[src/core/bfp_pkg.sv]
// Shared constants, types and register map for the buck fault protection sequencer.
package bfp_pkg;

  localparam int unsigned CLK_HZ = 25_000_000;
  localparam int unsigned CH_N   = 2;

  localparam int unsigned OC_TRIP = 32;
  localparam int unsigned UV_TRIP = 8;
  localparam int unsigned OV_TRIP = 32;
  localparam int unsigned RUN_W   = 6;

  localparam int unsigned POS_W   = 8;
  localparam int unsigned EVT_W   = 16;

  localparam logic [7:0] ADDR_CTRL   = 8'h00;
  localparam logic [7:0] ADDR_PERIOD = 8'h04;
  localparam logic [7:0] ADDR_DUTY0  = 8'h08;
  localparam logic [7:0] ADDR_DUTY1  = 8'h0C;
  localparam logic [7:0] ADDR_STATUS = 8'h10;
  localparam logic [7:0] ADDR_EVENTS = 8'h14;
  localparam logic [7:0] ADDR_FLAGS  = 8'h18;

  localparam logic [1:0]       CTRL_RST   = 2'h3;
  localparam logic [POS_W-1:0] PERIOD_RST = 8'h63;
  localparam logic [POS_W-1:0] PERIOD_MIN = 8'h03;
  localparam logic [POS_W-1:0] DUTY_RST   = 8'h00;

  localparam int unsigned STAT_STATE_LSB = 0;
  localparam int unsigned STAT_OCT_BIT   = 5;
  localparam int unsigned STAT_OV_BIT    = 6;
  localparam int unsigned STAT_UV_BIT    = 7;
  localparam int unsigned STAT_STRIDE    = 8;
  localparam int unsigned FLAG_STRIDE    = 2;
  localparam int unsigned FLAG_HIC_BIT   = 0;
  localparam int unsigned FLAG_OVL_BIT   = 1;

  typedef enum logic [4:0] {
    ST_OFF    = 5'h01,
    ST_SOFT   = 5'h02,
    ST_RUN    = 5'h04,
    ST_HICCUP = 5'h08,
    ST_OVLAT  = 5'h10
  } bfp_state_t;

  // Comparator and pin levels of one channel, all from outside the clock domain.
  typedef struct packed {
    logic oc;       // Switch node below the overcurrent setpoint pin.
    logic uv;       // Feedback input at or below 82% of reference.
    logic ov;       // Feedback input at or above 116% of reference.
    logic ss_en;    // Soft-start pin above 1V.
    logic ss_3v;    // Soft-start ramp at about 3V.
    logic ss_done;  // Soft-start ramp past about 3.2V.
    logic zc;       // Inductor current crossed zero.
  } bfp_cmp_t;

  typedef struct packed {
    logic ugate;
    logic ugate_oe_n;
    logic lgate;
    logic lgate_oe_n;
    logic ss_pull;
  } bfp_gate_t;

endpackage

[src/core/bfp_run_counter.sv]
// Consecutive-cycle fault run counter with a trip level.
module bfp_run_counter
  import bfp_pkg::*;
#(
  parameter int unsigned TRIP = 8
) (
  input  wire logic clk,
  input  wire logic rst_n,
  input  wire logic tick,
  input  wire logic fault,
  input  wire logic hold,
  output logic      trip
);

  localparam logic [RUN_W-1:0] TRIP_CNT = RUN_W'(TRIP);
  localparam logic [RUN_W-1:0] ONE      = RUN_W'(1);

  logic [RUN_W-1:0] count;

  always_ff @(posedge clk or negedge rst_n) begin
    if (!rst_n) begin
      count <= '0;
    end else if (hold) begin
      count <= '0;
    end else if (tick) begin
      if (!fault) begin
        count <= '0;
      end else if (count != TRIP_CNT) begin
        count <= count + ONE;
      end
    end
  end

  assign trip = (count == TRIP_CNT);

endmodule

[src/core/bfp_top.sv]
// Two-channel buck fault protection sequencer with an APB register port.
//
// Added by the designer: the placing of the registers and register access over APB.
module bfp_top
  import bfp_pkg::*;
(
  input  wire logic              clk,
  input  wire logic              rst_n,
  input  wire logic              psel,
  input  wire logic              penable,
  input  wire logic              pwrite,
  input  wire logic [7:0]        paddr,
  input  wire logic [31:0]       pwdata,
  output logic      [31:0]       prdata,
  output logic                   pready,
  output logic                   pslverr,
  input  wire bfp_cmp_t [CH_N-1:0] cmp_pin,
  output bfp_gate_t     [CH_N-1:0] gate_out
);

  // Pin synchroniser; only the second stage is read by logic.
  bfp_cmp_t [CH_N-1:0] cmp_meta;
  bfp_cmp_t [CH_N-1:0] cmp_sync;

  always_ff @(posedge clk or negedge rst_n) begin
    if (!rst_n) begin
      cmp_meta <= '0;
      cmp_sync <= '0;
    end else begin
      cmp_meta <= cmp_pin;
      cmp_sync <= cmp_meta;
    end
  end

  // Registers written by software.
  logic [1:0]       ctrl_en;
  logic [POS_W-1:0] period;
  logic [POS_W-1:0] duty [CH_N];
  logic [CH_N*FLAG_STRIDE-1:0] flags;

  // Per-channel state.
  bfp_state_t       state      [CH_N];
  bfp_state_t       next_state [CH_N];
  logic [POS_W-1:0] pos        [CH_N];
  logic [EVT_W-1:0] oc_events  [CH_N];
  logic [CH_N-1:0]  tick;
  logic [CH_N-1:0]  oc_term;
  logic [CH_N-1:0]  oc_hit;
  logic [CH_N-1:0]  oc_trip;
  logic [CH_N-1:0]  uv_trip;
  logic [CH_N-1:0]  ov_trip;
  logic [CH_N-1:0]  hic_enter;
  logic [CH_N-1:0]  ovl_enter;
  bfp_gate_t [CH_N-1:0] next_gate;

  // Switching oscillator. Channel 1 ticks half a period after channel 0.
  logic [POS_W-1:0] osc_cnt;

  always_ff @(posedge clk or negedge rst_n) begin
    if (!rst_n) begin
      osc_cnt <= '0;
    end else if (osc_cnt >= period) begin
      osc_cnt <= '0;
    end else begin
      osc_cnt <= osc_cnt + POS_W'(1);
    end
  end

  assign tick[0] = (osc_cnt == period);
  assign tick[1] = (osc_cnt == (period >> 1));

  genvar c;
  generate
    for (c = 0; c < CH_N; c++) begin : g_ch

      // Position inside this channel's switching cycle.
      always_ff @(posedge clk or negedge rst_n) begin
        if (!rst_n) begin
          pos[c] <= '0;
        end else if (tick[c]) begin
          pos[c] <= '0;
        end else if (pos[c] != '1) begin
          pos[c] <= pos[c] + POS_W'(1);
        end
      end

      // The comparison is only meaningful while the upper switch conducts.
      // The synchronised comparator lags the gate by two clocks, so an upper pulse
      // shorter than three clocks is never seen; a longer pulse is cut on the third.
      assign oc_hit[c] = gate_out[c].ugate && cmp_sync[c].oc;

      // The termination holds for the rest of the cycle; the cycle edge clears it.
      always_ff @(posedge clk or negedge rst_n) begin
        if (!rst_n) begin
          oc_term[c] <= 1'b0;
        end else if (tick[c]) begin
          oc_term[c] <= 1'b0;
        end else if (oc_hit[c]) begin
          oc_term[c] <= 1'b1;
        end
      end

      // Total overcurrent detections, counted once per terminated pulse.
      always_ff @(posedge clk or negedge rst_n) begin
        if (!rst_n) begin
          oc_events[c] <= '0;
        end else if (oc_hit[c] && !oc_term[c] && oc_events[c] != '1) begin
          oc_events[c] <= oc_events[c] + EVT_W'(1);
        end
      end

      bfp_run_counter #(
        .TRIP (OC_TRIP)
      ) u_oc_run (
        .clk   (clk),
        .rst_n (rst_n),
        .tick  (tick[c]),
        .fault (oc_term[c] || oc_hit[c]),
        .hold  (state[c] != ST_RUN),
        .trip  (oc_trip[c])
      );

      bfp_run_counter #(
        .TRIP (UV_TRIP)
      ) u_uv_run (
        .clk   (clk),
        .rst_n (rst_n),
        .tick  (tick[c]),
        .fault (cmp_sync[c].uv),
        .hold  (state[c] != ST_RUN && state[c] != ST_OVLAT),
        .trip  (uv_trip[c])
      );

      // Counting only in RUN means the soft-start done signal is already true.
      bfp_run_counter #(
        .TRIP (OV_TRIP)
      ) u_ov_run (
        .clk   (clk),
        .rst_n (rst_n),
        .tick  (tick[c]),
        .fault (cmp_sync[c].ov),
        .hold  (state[c] != ST_RUN),
        .trip  (ov_trip[c])
      );

      always_comb begin
        next_state[c] = state[c];
        if (!cmp_sync[c].ss_en || !ctrl_en[c]) begin
          // A low soft-start pin ends every state, the latch included.
          next_state[c] = ST_OFF;
        end else begin
          unique case (state[c])
            ST_OFF: begin
              next_state[c] = ST_SOFT;
            end
            ST_SOFT: begin
              if (cmp_sync[c].ss_done) begin
                next_state[c] = ST_RUN;
              end else if (tick[c] && cmp_sync[c].ss_3v && (oc_term[c] || oc_hit[c])) begin
                next_state[c] = ST_HICCUP;
              end
            end
            ST_RUN: begin
              if (oc_trip[c]) begin
                next_state[c] = ST_HICCUP;
              end else if (uv_trip[c]) begin
                next_state[c] = ST_HICCUP;
              end else if (ov_trip[c]) begin
                next_state[c] = ST_OVLAT;
              end
            end
            ST_HICCUP: begin
              // Discharge continues until the pin falls below 1V.
              next_state[c] = ST_HICCUP;
            end
            ST_OVLAT: begin
              if (uv_trip[c]) begin
                next_state[c] = ST_HICCUP;
              end
            end
          endcase
        end
      end

      always_ff @(posedge clk or negedge rst_n) begin
        if (!rst_n) begin
          state[c] <= ST_OFF;
        end else begin
          state[c] <= next_state[c];
        end
      end

      assign hic_enter[c] = (next_state[c] == ST_HICCUP) && (state[c] != ST_HICCUP);
      assign ovl_enter[c] = (next_state[c] == ST_OVLAT) && (state[c] != ST_OVLAT);

      // Gate drive. Duty 0 never turns the upper gate on; duty all-ones always does, except one clock per cycle at period 8'hFF.
      always_comb begin
        next_gate[c] = '0;
        unique case (next_state[c])
          ST_OFF: begin
            next_gate[c] = '0;
          end
          ST_SOFT: begin
            // Lower gate held off so a pre-charged output is not pulled down.
            next_gate[c].ugate = (pos[c] < duty[c]) && !oc_term[c] && !oc_hit[c];
            next_gate[c].lgate = 1'b0;
          end
          ST_RUN: begin
            if (cmp_sync[c].ov) begin
              next_gate[c].ugate = 1'b0;
              next_gate[c].lgate = !cmp_sync[c].zc;
            end else begin
              next_gate[c].ugate = (pos[c] < duty[c]) && !oc_term[c] && !oc_hit[c];
              next_gate[c].lgate = !((pos[c] < duty[c]) && !oc_term[c] && !oc_hit[c]);
            end
          end
          ST_HICCUP: begin
            next_gate[c].ss_pull = 1'b1;
          end
          ST_OVLAT: begin
            next_gate[c].ugate_oe_n = 1'b1;
            next_gate[c].lgate_oe_n = 1'b1;
            next_gate[c].ss_pull    = 1'b0;
          end
        endcase
      end

      always_ff @(posedge clk or negedge rst_n) begin
        if (!rst_n) begin
          gate_out[c] <= '0;
        end else begin
          gate_out[c] <= next_gate[c];
        end
      end

    end
  endgenerate

  // APB slave: zero wait states, read data captured in the setup cycle.
  logic wr_en;
  logic rd_setup;
  logic addr_hit;

  assign pready   = 1'b1;
  assign wr_en    = psel && penable && pwrite;
  assign rd_setup = psel && !penable && !pwrite;

  always_comb begin
    unique case (paddr)
      ADDR_CTRL, ADDR_PERIOD, ADDR_DUTY0, ADDR_DUTY1,
      ADDR_STATUS, ADDR_EVENTS, ADDR_FLAGS: addr_hit = 1'b1;
      default:                              addr_hit = 1'b0;
    endcase
  end

  assign pslverr = psel && penable && !addr_hit;

  always_ff @(posedge clk or negedge rst_n) begin
    if (!rst_n) begin
      ctrl_en <= CTRL_RST;
    end else if (wr_en && paddr == ADDR_CTRL) begin
      ctrl_en <= pwdata[1:0];
    end
  end

  // A period below the floor would leave no room for the half-period offset.
  always_ff @(posedge clk or negedge rst_n) begin
    if (!rst_n) begin
      period <= PERIOD_RST;
    end else if (wr_en && paddr == ADDR_PERIOD) begin
      period <= (pwdata[POS_W-1:0] < PERIOD_MIN) ? PERIOD_MIN : pwdata[POS_W-1:0];
    end
  end

  always_ff @(posedge clk or negedge rst_n) begin
    if (!rst_n) begin
      duty[0] <= DUTY_RST;
      duty[1] <= DUTY_RST;
    end else if (wr_en) begin
      if (paddr == ADDR_DUTY0) begin
        duty[0] <= pwdata[POS_W-1:0];
      end
      if (paddr == ADDR_DUTY1) begin
        duty[1] <= pwdata[POS_W-1:0];
      end
    end
  end

  // Sticky entry flags, write one to clear; a new entry wins over the clear.
  logic [CH_N*FLAG_STRIDE-1:0] flag_set;
  logic [CH_N*FLAG_STRIDE-1:0] flag_clr;

  always_comb begin
    flag_set = '0;
    for (int i = 0; i < CH_N; i++) begin
      flag_set[i*FLAG_STRIDE+FLAG_HIC_BIT] = hic_enter[i];
      flag_set[i*FLAG_STRIDE+FLAG_OVL_BIT] = ovl_enter[i];
    end
  end

  assign flag_clr = (wr_en && paddr == ADDR_FLAGS) ? pwdata[CH_N*FLAG_STRIDE-1:0] : '0;

  always_ff @(posedge clk or negedge rst_n) begin
    if (!rst_n) begin
      flags <= '0;
    end else begin
      flags <= (flags & ~flag_clr) | flag_set;
    end
  end

  logic [31:0] status_word;
  logic [31:0] rd_word;

  // Each channel reports in a byte of its own, so one read shows both channels.
  always_comb begin
    status_word = '0;
    for (int i = 0; i < CH_N; i++) begin
      status_word[i*STAT_STRIDE+STAT_STATE_LSB +: $bits(bfp_state_t)] = state[i];
      status_word[i*STAT_STRIDE+STAT_OCT_BIT]        = oc_term[i];
      status_word[i*STAT_STRIDE+STAT_OV_BIT]         = cmp_sync[i].ov;
      status_word[i*STAT_STRIDE+STAT_UV_BIT]         = cmp_sync[i].uv;
    end
  end

  always_comb begin
    unique case (paddr)
      ADDR_CTRL:   rd_word = {30'h0000_0000, ctrl_en};
      ADDR_PERIOD: rd_word = {24'h00_0000, period};
      ADDR_DUTY0:  rd_word = {24'h00_0000, duty[0]};
      ADDR_DUTY1:  rd_word = {24'h00_0000, duty[1]};
      ADDR_STATUS: rd_word = status_word;
      ADDR_EVENTS: rd_word = {oc_events[1], oc_events[0]};
      ADDR_FLAGS:  rd_word = {28'h000_0000, flags};
      default:     rd_word = 32'h0000_0000;
    endcase
  end

  always_ff @(posedge clk or negedge rst_n) begin
    if (!rst_n) begin
      prdata <= '0;
    end else if (rd_setup) begin
      prdata <= rd_word;
    end
  end

endmodule

[config.mk]
export PLATFORM = sky130hd
export DESIGN_NAME = bfp_top
export DESIGN_NICKNAME = d
export VERILOG_FILES = /design/src/core/bfp_pkg.sv /design/src/core/bfp_run_counter.sv /design/src/core/bfp_top.sv
export SDC_FILE = /design/constraint.sdc
export NUM_CORES = 1
export LEC_CHECK = 0
export ABC_AREA = 0
export BUFFER_PORTS_ARGS = -buffer_cell sky130_fd_sc_hd__buf_2
export CAP_MARGIN = 10
export CORE_MARGIN = 1.5
export CORE_UTILIZATION = 25
export CTS_CLUSTER_DIAMETER = 200
export DETAILED_ROUTE_END_ITERATION = 10
export GPL_TIMING_DRIVEN = 1
export PLACE_DENSITY_LB_ADDON = 0.25
export SYNTH_ARGS = -nofsm -noshare
export SYNTH_HDL_FRONTEND = slang
export SYNTH_HIERARCHICAL = 1
export SYNTH_SLANG_ARGS = --single-unit
[constraint.sdc]
create_clock -name clk -period 3.5 [get_ports clk]
set_clock_uncertainty 0.2 [all_clocks]
set_input_delay 0.875 -clock clk [delete_from_list [all_inputs] [get_ports clk]]
set_output_delay 0.875 -clock clk [all_outputs]
set_load 0.01 [all_outputs]
# After elaboration in Yosys (flattened, before gate mapping)
# Index checks and enable logic that the tools add are counted.
word_totals:
  ff_bits: 202
  input_bits: 59
  out_inout_bits: 44
  wordCells: 259
op_classes:
  add_sub_neg: 11
  magnitude_cmp: 4
  n_eq_ne: 54
  muxes: 65
  n_bitwise: 3
  reduce_logical: 65
ops:
  columns: ["cell", "n"]
  rows:
  - ["32-bit case mux with 7 select lines", 1]
  - ["6-bit 2-to-1 mux", 24]
  - ["5-bit 2-to-1 mux", 14]
  - ["5-bit case mux with 5 select lines", 2]
  - ["8-bit 2-to-1 mux", 6]
  - ["6-bit by 1-bit adder with 6-bit output, second input constant", 6]
  - ["16-bit by 1-bit adder with 16-bit output, second input constant", 2]
  - ["16-bit != test, second input constant", 2]
  - ["1-bit logical AND", 28]
  - ["8-bit by 1-bit adder with 8-bit output, second input constant", 3]
  - ["6-bit equality test, second input constant", 4]
  - ["8-bit by 5-bit equality test with 1-bit output, second input constant", 3]
  - ["6-bit != test, second input constant", 4]
  - ["5-bit by 2-bit equality test with 1-bit output, second input constant", 4]
  - ["5-bit by 3-bit equality test with 1-bit output, second input constant", 4]
  - ["5-bit by 4-bit equality test with 1-bit output, second input constant", 4]
  - ["5-bit equality test, second input constant", 4]
  - ["8-bit by 4-bit equality test with 1-bit output, second input constant", 2]
  - ["8-bit less-than comparator", 2]
  - ["8-bit != test, second input constant", 2]
  - ["2-bit AND reduction", 8]
  - ["2-bit nonzero test", 8]
  - ["1-bit zero test", 15]
  - ["1-bit 2-to-1 mux", 15]
  - ["other kinds (21)", 35]

# Depth between registers and ports, before layout
logic_depth:
  ltp_word: 10
  mapped_depth: 9
  depth_no_buf: 9

# Hierarchy
# Netlist, hierarchy kept.
by_module_without_submodules:
  columns: ["mod", "instances", "cells_each", "area_per_inst_um2", "seq_area_each_um2"]
  rows:
  - ["bfp_top", 1, 727, 7890.1, 4164.0]
  - ["bfp_run_counter at g_ch[0].u_oc_run ...", 4, 44, 399.1, 150.1]
  - ["bfp_run_counter at g_ch[0].u_uv_run ...", 2, 43, 380.4, 150.1]

# Least setup slack after synthesis
# OpenSTA, ideal clock, no wires.
synth_path:
  path_type: "reg2reg"
  from: "register period[6]"
  to: "register g_ch[0].u_oc_run.count[4]"
  setup_time_ns: 0.083
  arrival_ns: 2.641
  required_ns: 3.217
  setup_slack_ns: 0.577
  path_stages_with_launch: 8
  n_path_buf: 0
  synth_period_minus_slack_ns: 2.923
  path_cell_list: "dfstp_2 inv_1 ha_1 nand4_1 nor2_1 nand2_1 or4_1 o21ai_0"
synth_between:
  elab_chain_len: 3
synth_rtl:
  columns: ["item", "line_no", "text"]
  rows:
  - ["start: declaration", "bfp_top.sv:37", "logic [POS_W-1:0] period;"]
  - ["start signal: assignment", "bfp_top.sv:271", "period <= (pwdata[POS_W-1:0] < PERIOD_MIN) ? PERIOD_MIN : pwdata[POS_W-1:0];"]
  - ["8-bit equality test", "bfp_top.sv:69", "assign tick[0] = (osc_cnt == period);"]
  - ["net tick[0]", "bfp_top.sv:46", "logic [CH_N-1:0] tick;"]
  - ["2-bit nonzero test (no line)", null, null]
  - ["2-bit AND reduction (no line)", null, null]
  - ["end signal: assignment", "bfp_run_counter.sv:29", "count <= count + ONE;"]
  - ["end: declaration", "bfp_run_counter.sv:18", "logic [RUN_W-1:0] count;"]
# The timed path passes the listed nets, and every way through them passes these cells.
# A chain may end at the register's enable or synchronous reset.

# Worst setup path in the final report
layout_path:
  from: "input port paddr[3]"
  to: "output port pslverr"
layout_between:
  elab_chain_len: 5
  elab_cells_between_ends: 11
  classes_between: "eq/ne: 6; mux: 1; reduce/logical: 4"
layout_rtl:
  columns: ["item", "line_no", "text"]
  rows:
  - ["start: declaration", "bfp_top.sv:12", "input wire logic [7:0] paddr,"]
  - ["8-bit by 3-bit equality test with 1-bit output (tied with other cells)", "bfp_top.sv:249", "unique case (paddr)"]
  - ["7-bit OR reduction *", "bfp_top.sv:249", null]
  - ["1-bit 2-to-1 mux *", "bfp_top.sv:249", null]
  - ["1-bit zero test *", "bfp_top.sv:256", "assign pslverr = psel && penable && !addr_hit;"]
  - ["1-bit logical AND *", "bfp_top.sv:256", null]
  - ["end: declaration", "bfp_top.sv:16", "output logic pslverr,"]
# Every way passes the cells marked *; elsewhere a longest branch is shown, timed or not.

==> run_results.csv <==
group,metric,value,unit
placement,place_ws,0.516,ns
drt,first_pass_iters,5,
power_and_ir_drop,cellPowerDensity,498,nW/um2
cts,cts_tree,"built",
synth,postSynthAreaPerCell,10.4,um2
power_and_ir_drop,leakage,5.46,nW
setup_path,arrival,1.88,ns
grt,grt_use_total,12.6,%
cts,clock_path_buffers,3,
synth,synth_most_common_cell,"dfrtp_1",
sta,min_period_over_period,84.6,%
layout,area_growth,18.2,%
sta,whs,0.117,ns
synth,ys.flop_type,"dfrtp_1",
grt,grt_max_degree,58,
cts,cts_repair_resize_count,0,
sta,rsz0062_at_grt,"no",
cts,root_buffer,"clkbuf_16",
drt,avgRoutedWirePerCell,16.1,um
layout,regArea,5060,um2
setup_path,critPathLaunch,"paddr[3]",
layout,nNetsFinal,1170,
sta,clock.fmax,338,MHz
layout,n_fill_cell,4107,
sta,tightest_slew,0.634,ns
layout,drive_gt1_share,17.7,%
setup_path,ff2ff_path_depth,6,
setup_path,worst_setup_path_end_kind,"output pin",
synth,synth_area_leaders,"dfrtp_1 (47%), ha_1 (4.8%), nand2_1 (3.6%)",
cts,insertion_delay,0.55,ns
setup_path,cp.required,2.42,ns
setup_path,crit-reg2reg-launch,"period[3]$_DFFE_PN0P_",
synth,synth-edff-count,0,
synth,synth_area,10200,um2
cts,cts.reportedPaths.clkPinSlew,0.05,ns
run,cap_violations,0,
floorplanning,fp.dieW,205,um
drt,drtAntennaViolNets,0,
setup_path,crit_type,"in2out",
floorplanning,chipHeight,205,um
setup_path,r2r_setup_slack,0.73,ns
setup_path,rr_endpoint,"gate_out[5]$_DFF_PN0_",
synth,yosysWarnings,6,
sta,fin_crit,2.96,ns
floorplanning,start_util,25.6,%
grt,grt_pass1_wl,42400,um
synth,synth.distinct_cells,80,
sta,finalSetupViolations,0,
layout,utilization,30.2,%
synth,synth.top_cell.area_share,47.4,%
setup_path,setup.worst_path.start_class,"input port",
synth,ys_seq_area_share,49.4,%
sta,fin_ws,0.540,ns
placement,place_congestion,0.778,
synth,yosys.area.top_type,"dfrtp_1",
floorplanning,rows,73,
drt,wl,26000,um
sta,worst_slew_margin_rel,57.6,%
drt,routed_via_density,4.82,
sta,slew_violations,0,
hold_path,min_path_type,"in2async",
synth,synth.top_cells.by_count,"dfrtp_1 (194), nand2_1 (97), nor2_1 (62)",
cts,cts-hold-fix-buffers,0,
placement,portBuffers,77,
placement,dp_hpwl,19000,um
layout,multi_input_area,4760,um2
setup_path,cp_max_fo,24,
grt,grt_overflow,0,
cts,htreeDepth,1,
synth,ys_seq_elements,202,
drt,drt_iter0_drc,408,
synth,synth.net_count,1087,
synth,ys_async_sr_fraction,100,%
sta,hold_violations,0,
drt,remaining_drc_errors,0,
run_status,outcome,"finished, final reports clean",
sta,setup_tns,0,ns
cts,cts_setup_buffers,0,
floorplanning,ios,103,
cts,cts_inserted_buffers,25,
cts,cts.sink_count,202,
grt,antenna_found_initial,1,
grt,first_global_vias,7675,
synth,synth_cells,989,
drt,num_vias,7791,
floorplanning,core,40100,um2
floorplanning,die-area,42200,um2
power_and_ir_drop,ir_worst_vdd,0.303,mV
==> worst max path at each step <==
stage	endpoint	depth (start not counted)
after floorplan	g_ch[0].u_oc_run/count[4]$_DFFE_PN0P_	7
after global placement	pslverr	4
after detailed placement	pslverr	4
after CTS	pslverr	4
after global routing	pslverr	4
final	pslverr	4
==> cells by family (layout without fill, tap and decap cells) <==
| logic type | after synthesis | after routing | synth area share, % |
|---|---|---|---|
| compound gates | 224 | 224 | 15.8 |
| xor+xnor | 43 | 43 | 3.68 |
| fa+ha+maj | 39 | 39 | 4.76 |
| buf+inv | 96 | 198 | 4.10 |
| flops | 202 | 202 | 49.4 |
| mux | 29 | 29 | 3.10 |
| other cells | 1 | 2 | 0.0366 |
| simple gates | 355 | 355 | 19.1 |
==> placed cells by master, fill, tap and decap left out, types with 8 or more instances in the layout <==
cell	n
a21o_1	8
a21oi_1	21
a22o_1	18
a22oi_1	8
a31oi_1	11
and3_1	22
buf_2	76
buf_4	13
clkbuf_16	25
dfrtp_1	194
dfstp_2	8
ha_1	39
inv_1	60
mux2_2	18
mux2i_1	10
nand2_1	97
nand3_1	46
nand4_1	26
nor2_1	62
nor2b_1	15
nor3_1	12
o211ai_1	11
o21ai_0	51
o21ai_1	11
or4_1	10
xnor2_1	21
xor2_1	22
==> power breakdown <==
part	switching [W]	internal, W
Combinational	0.000464	0.000285
Clock	0.00104	0.00167
Sequential	0.000134	0.00243
==> critical path, stage by stage <==
cell	delay, ns
buf_2	0.35
nand3_1	0.16
a31oi_1	0.30
buf_2	0.19
==> state kept, by name, indices dropped and copies added (netlist names) <==
register	count
oc_term	2
state	10
oc_events	32
ctrl_en	2
cmp_sync	14
pos	16
gate_out	8
osc_cnt	8
g_ch.u_oc_run/count	12
cmp_meta	14
prdata	32
g_ch.u_uv_run/count	12
g_ch.u_ov_run/count	12
period	8
duty	16
flags	4
==> per-stage QoR <==
stage | cell area, um2 | power, W | std cells
floorplan | 10200 | 0.00307 | 989
global placement | 11200 | 0.00336 | 1570
detailed placement | 11200 | 0.00337 | 1570
CTS | 12100 | 0.00614 | 1616
global route | 12100 | 0.00635 | 1616
finish | 12100 | 0.00603 | 1617
==> routing by layer <==
layer / vias to the layer above / part of all wire (%) / global-route usage (%)
met5: - / 0.038 / 0
met4: 2 / 1.8 / 3.23
met3: 29 / 4.6 / 2.20
met2: 138 / 46 / 19.8
met1: 3834 / 48 / 17.7
li1: 3788 / - / -
==> layout make-up <==
cell class	instances	area share, %
diodes	1	0.0207
clock buffers	38	6.06
clock inverters	8	1.10
inverters	60	1.86
multi-input cells	691	39.3
flip-flops and latches	202	41.8
well taps	525	5.42
repair buffers	92	4.39
Note: power is estimated with default switching activity, not from simulation.
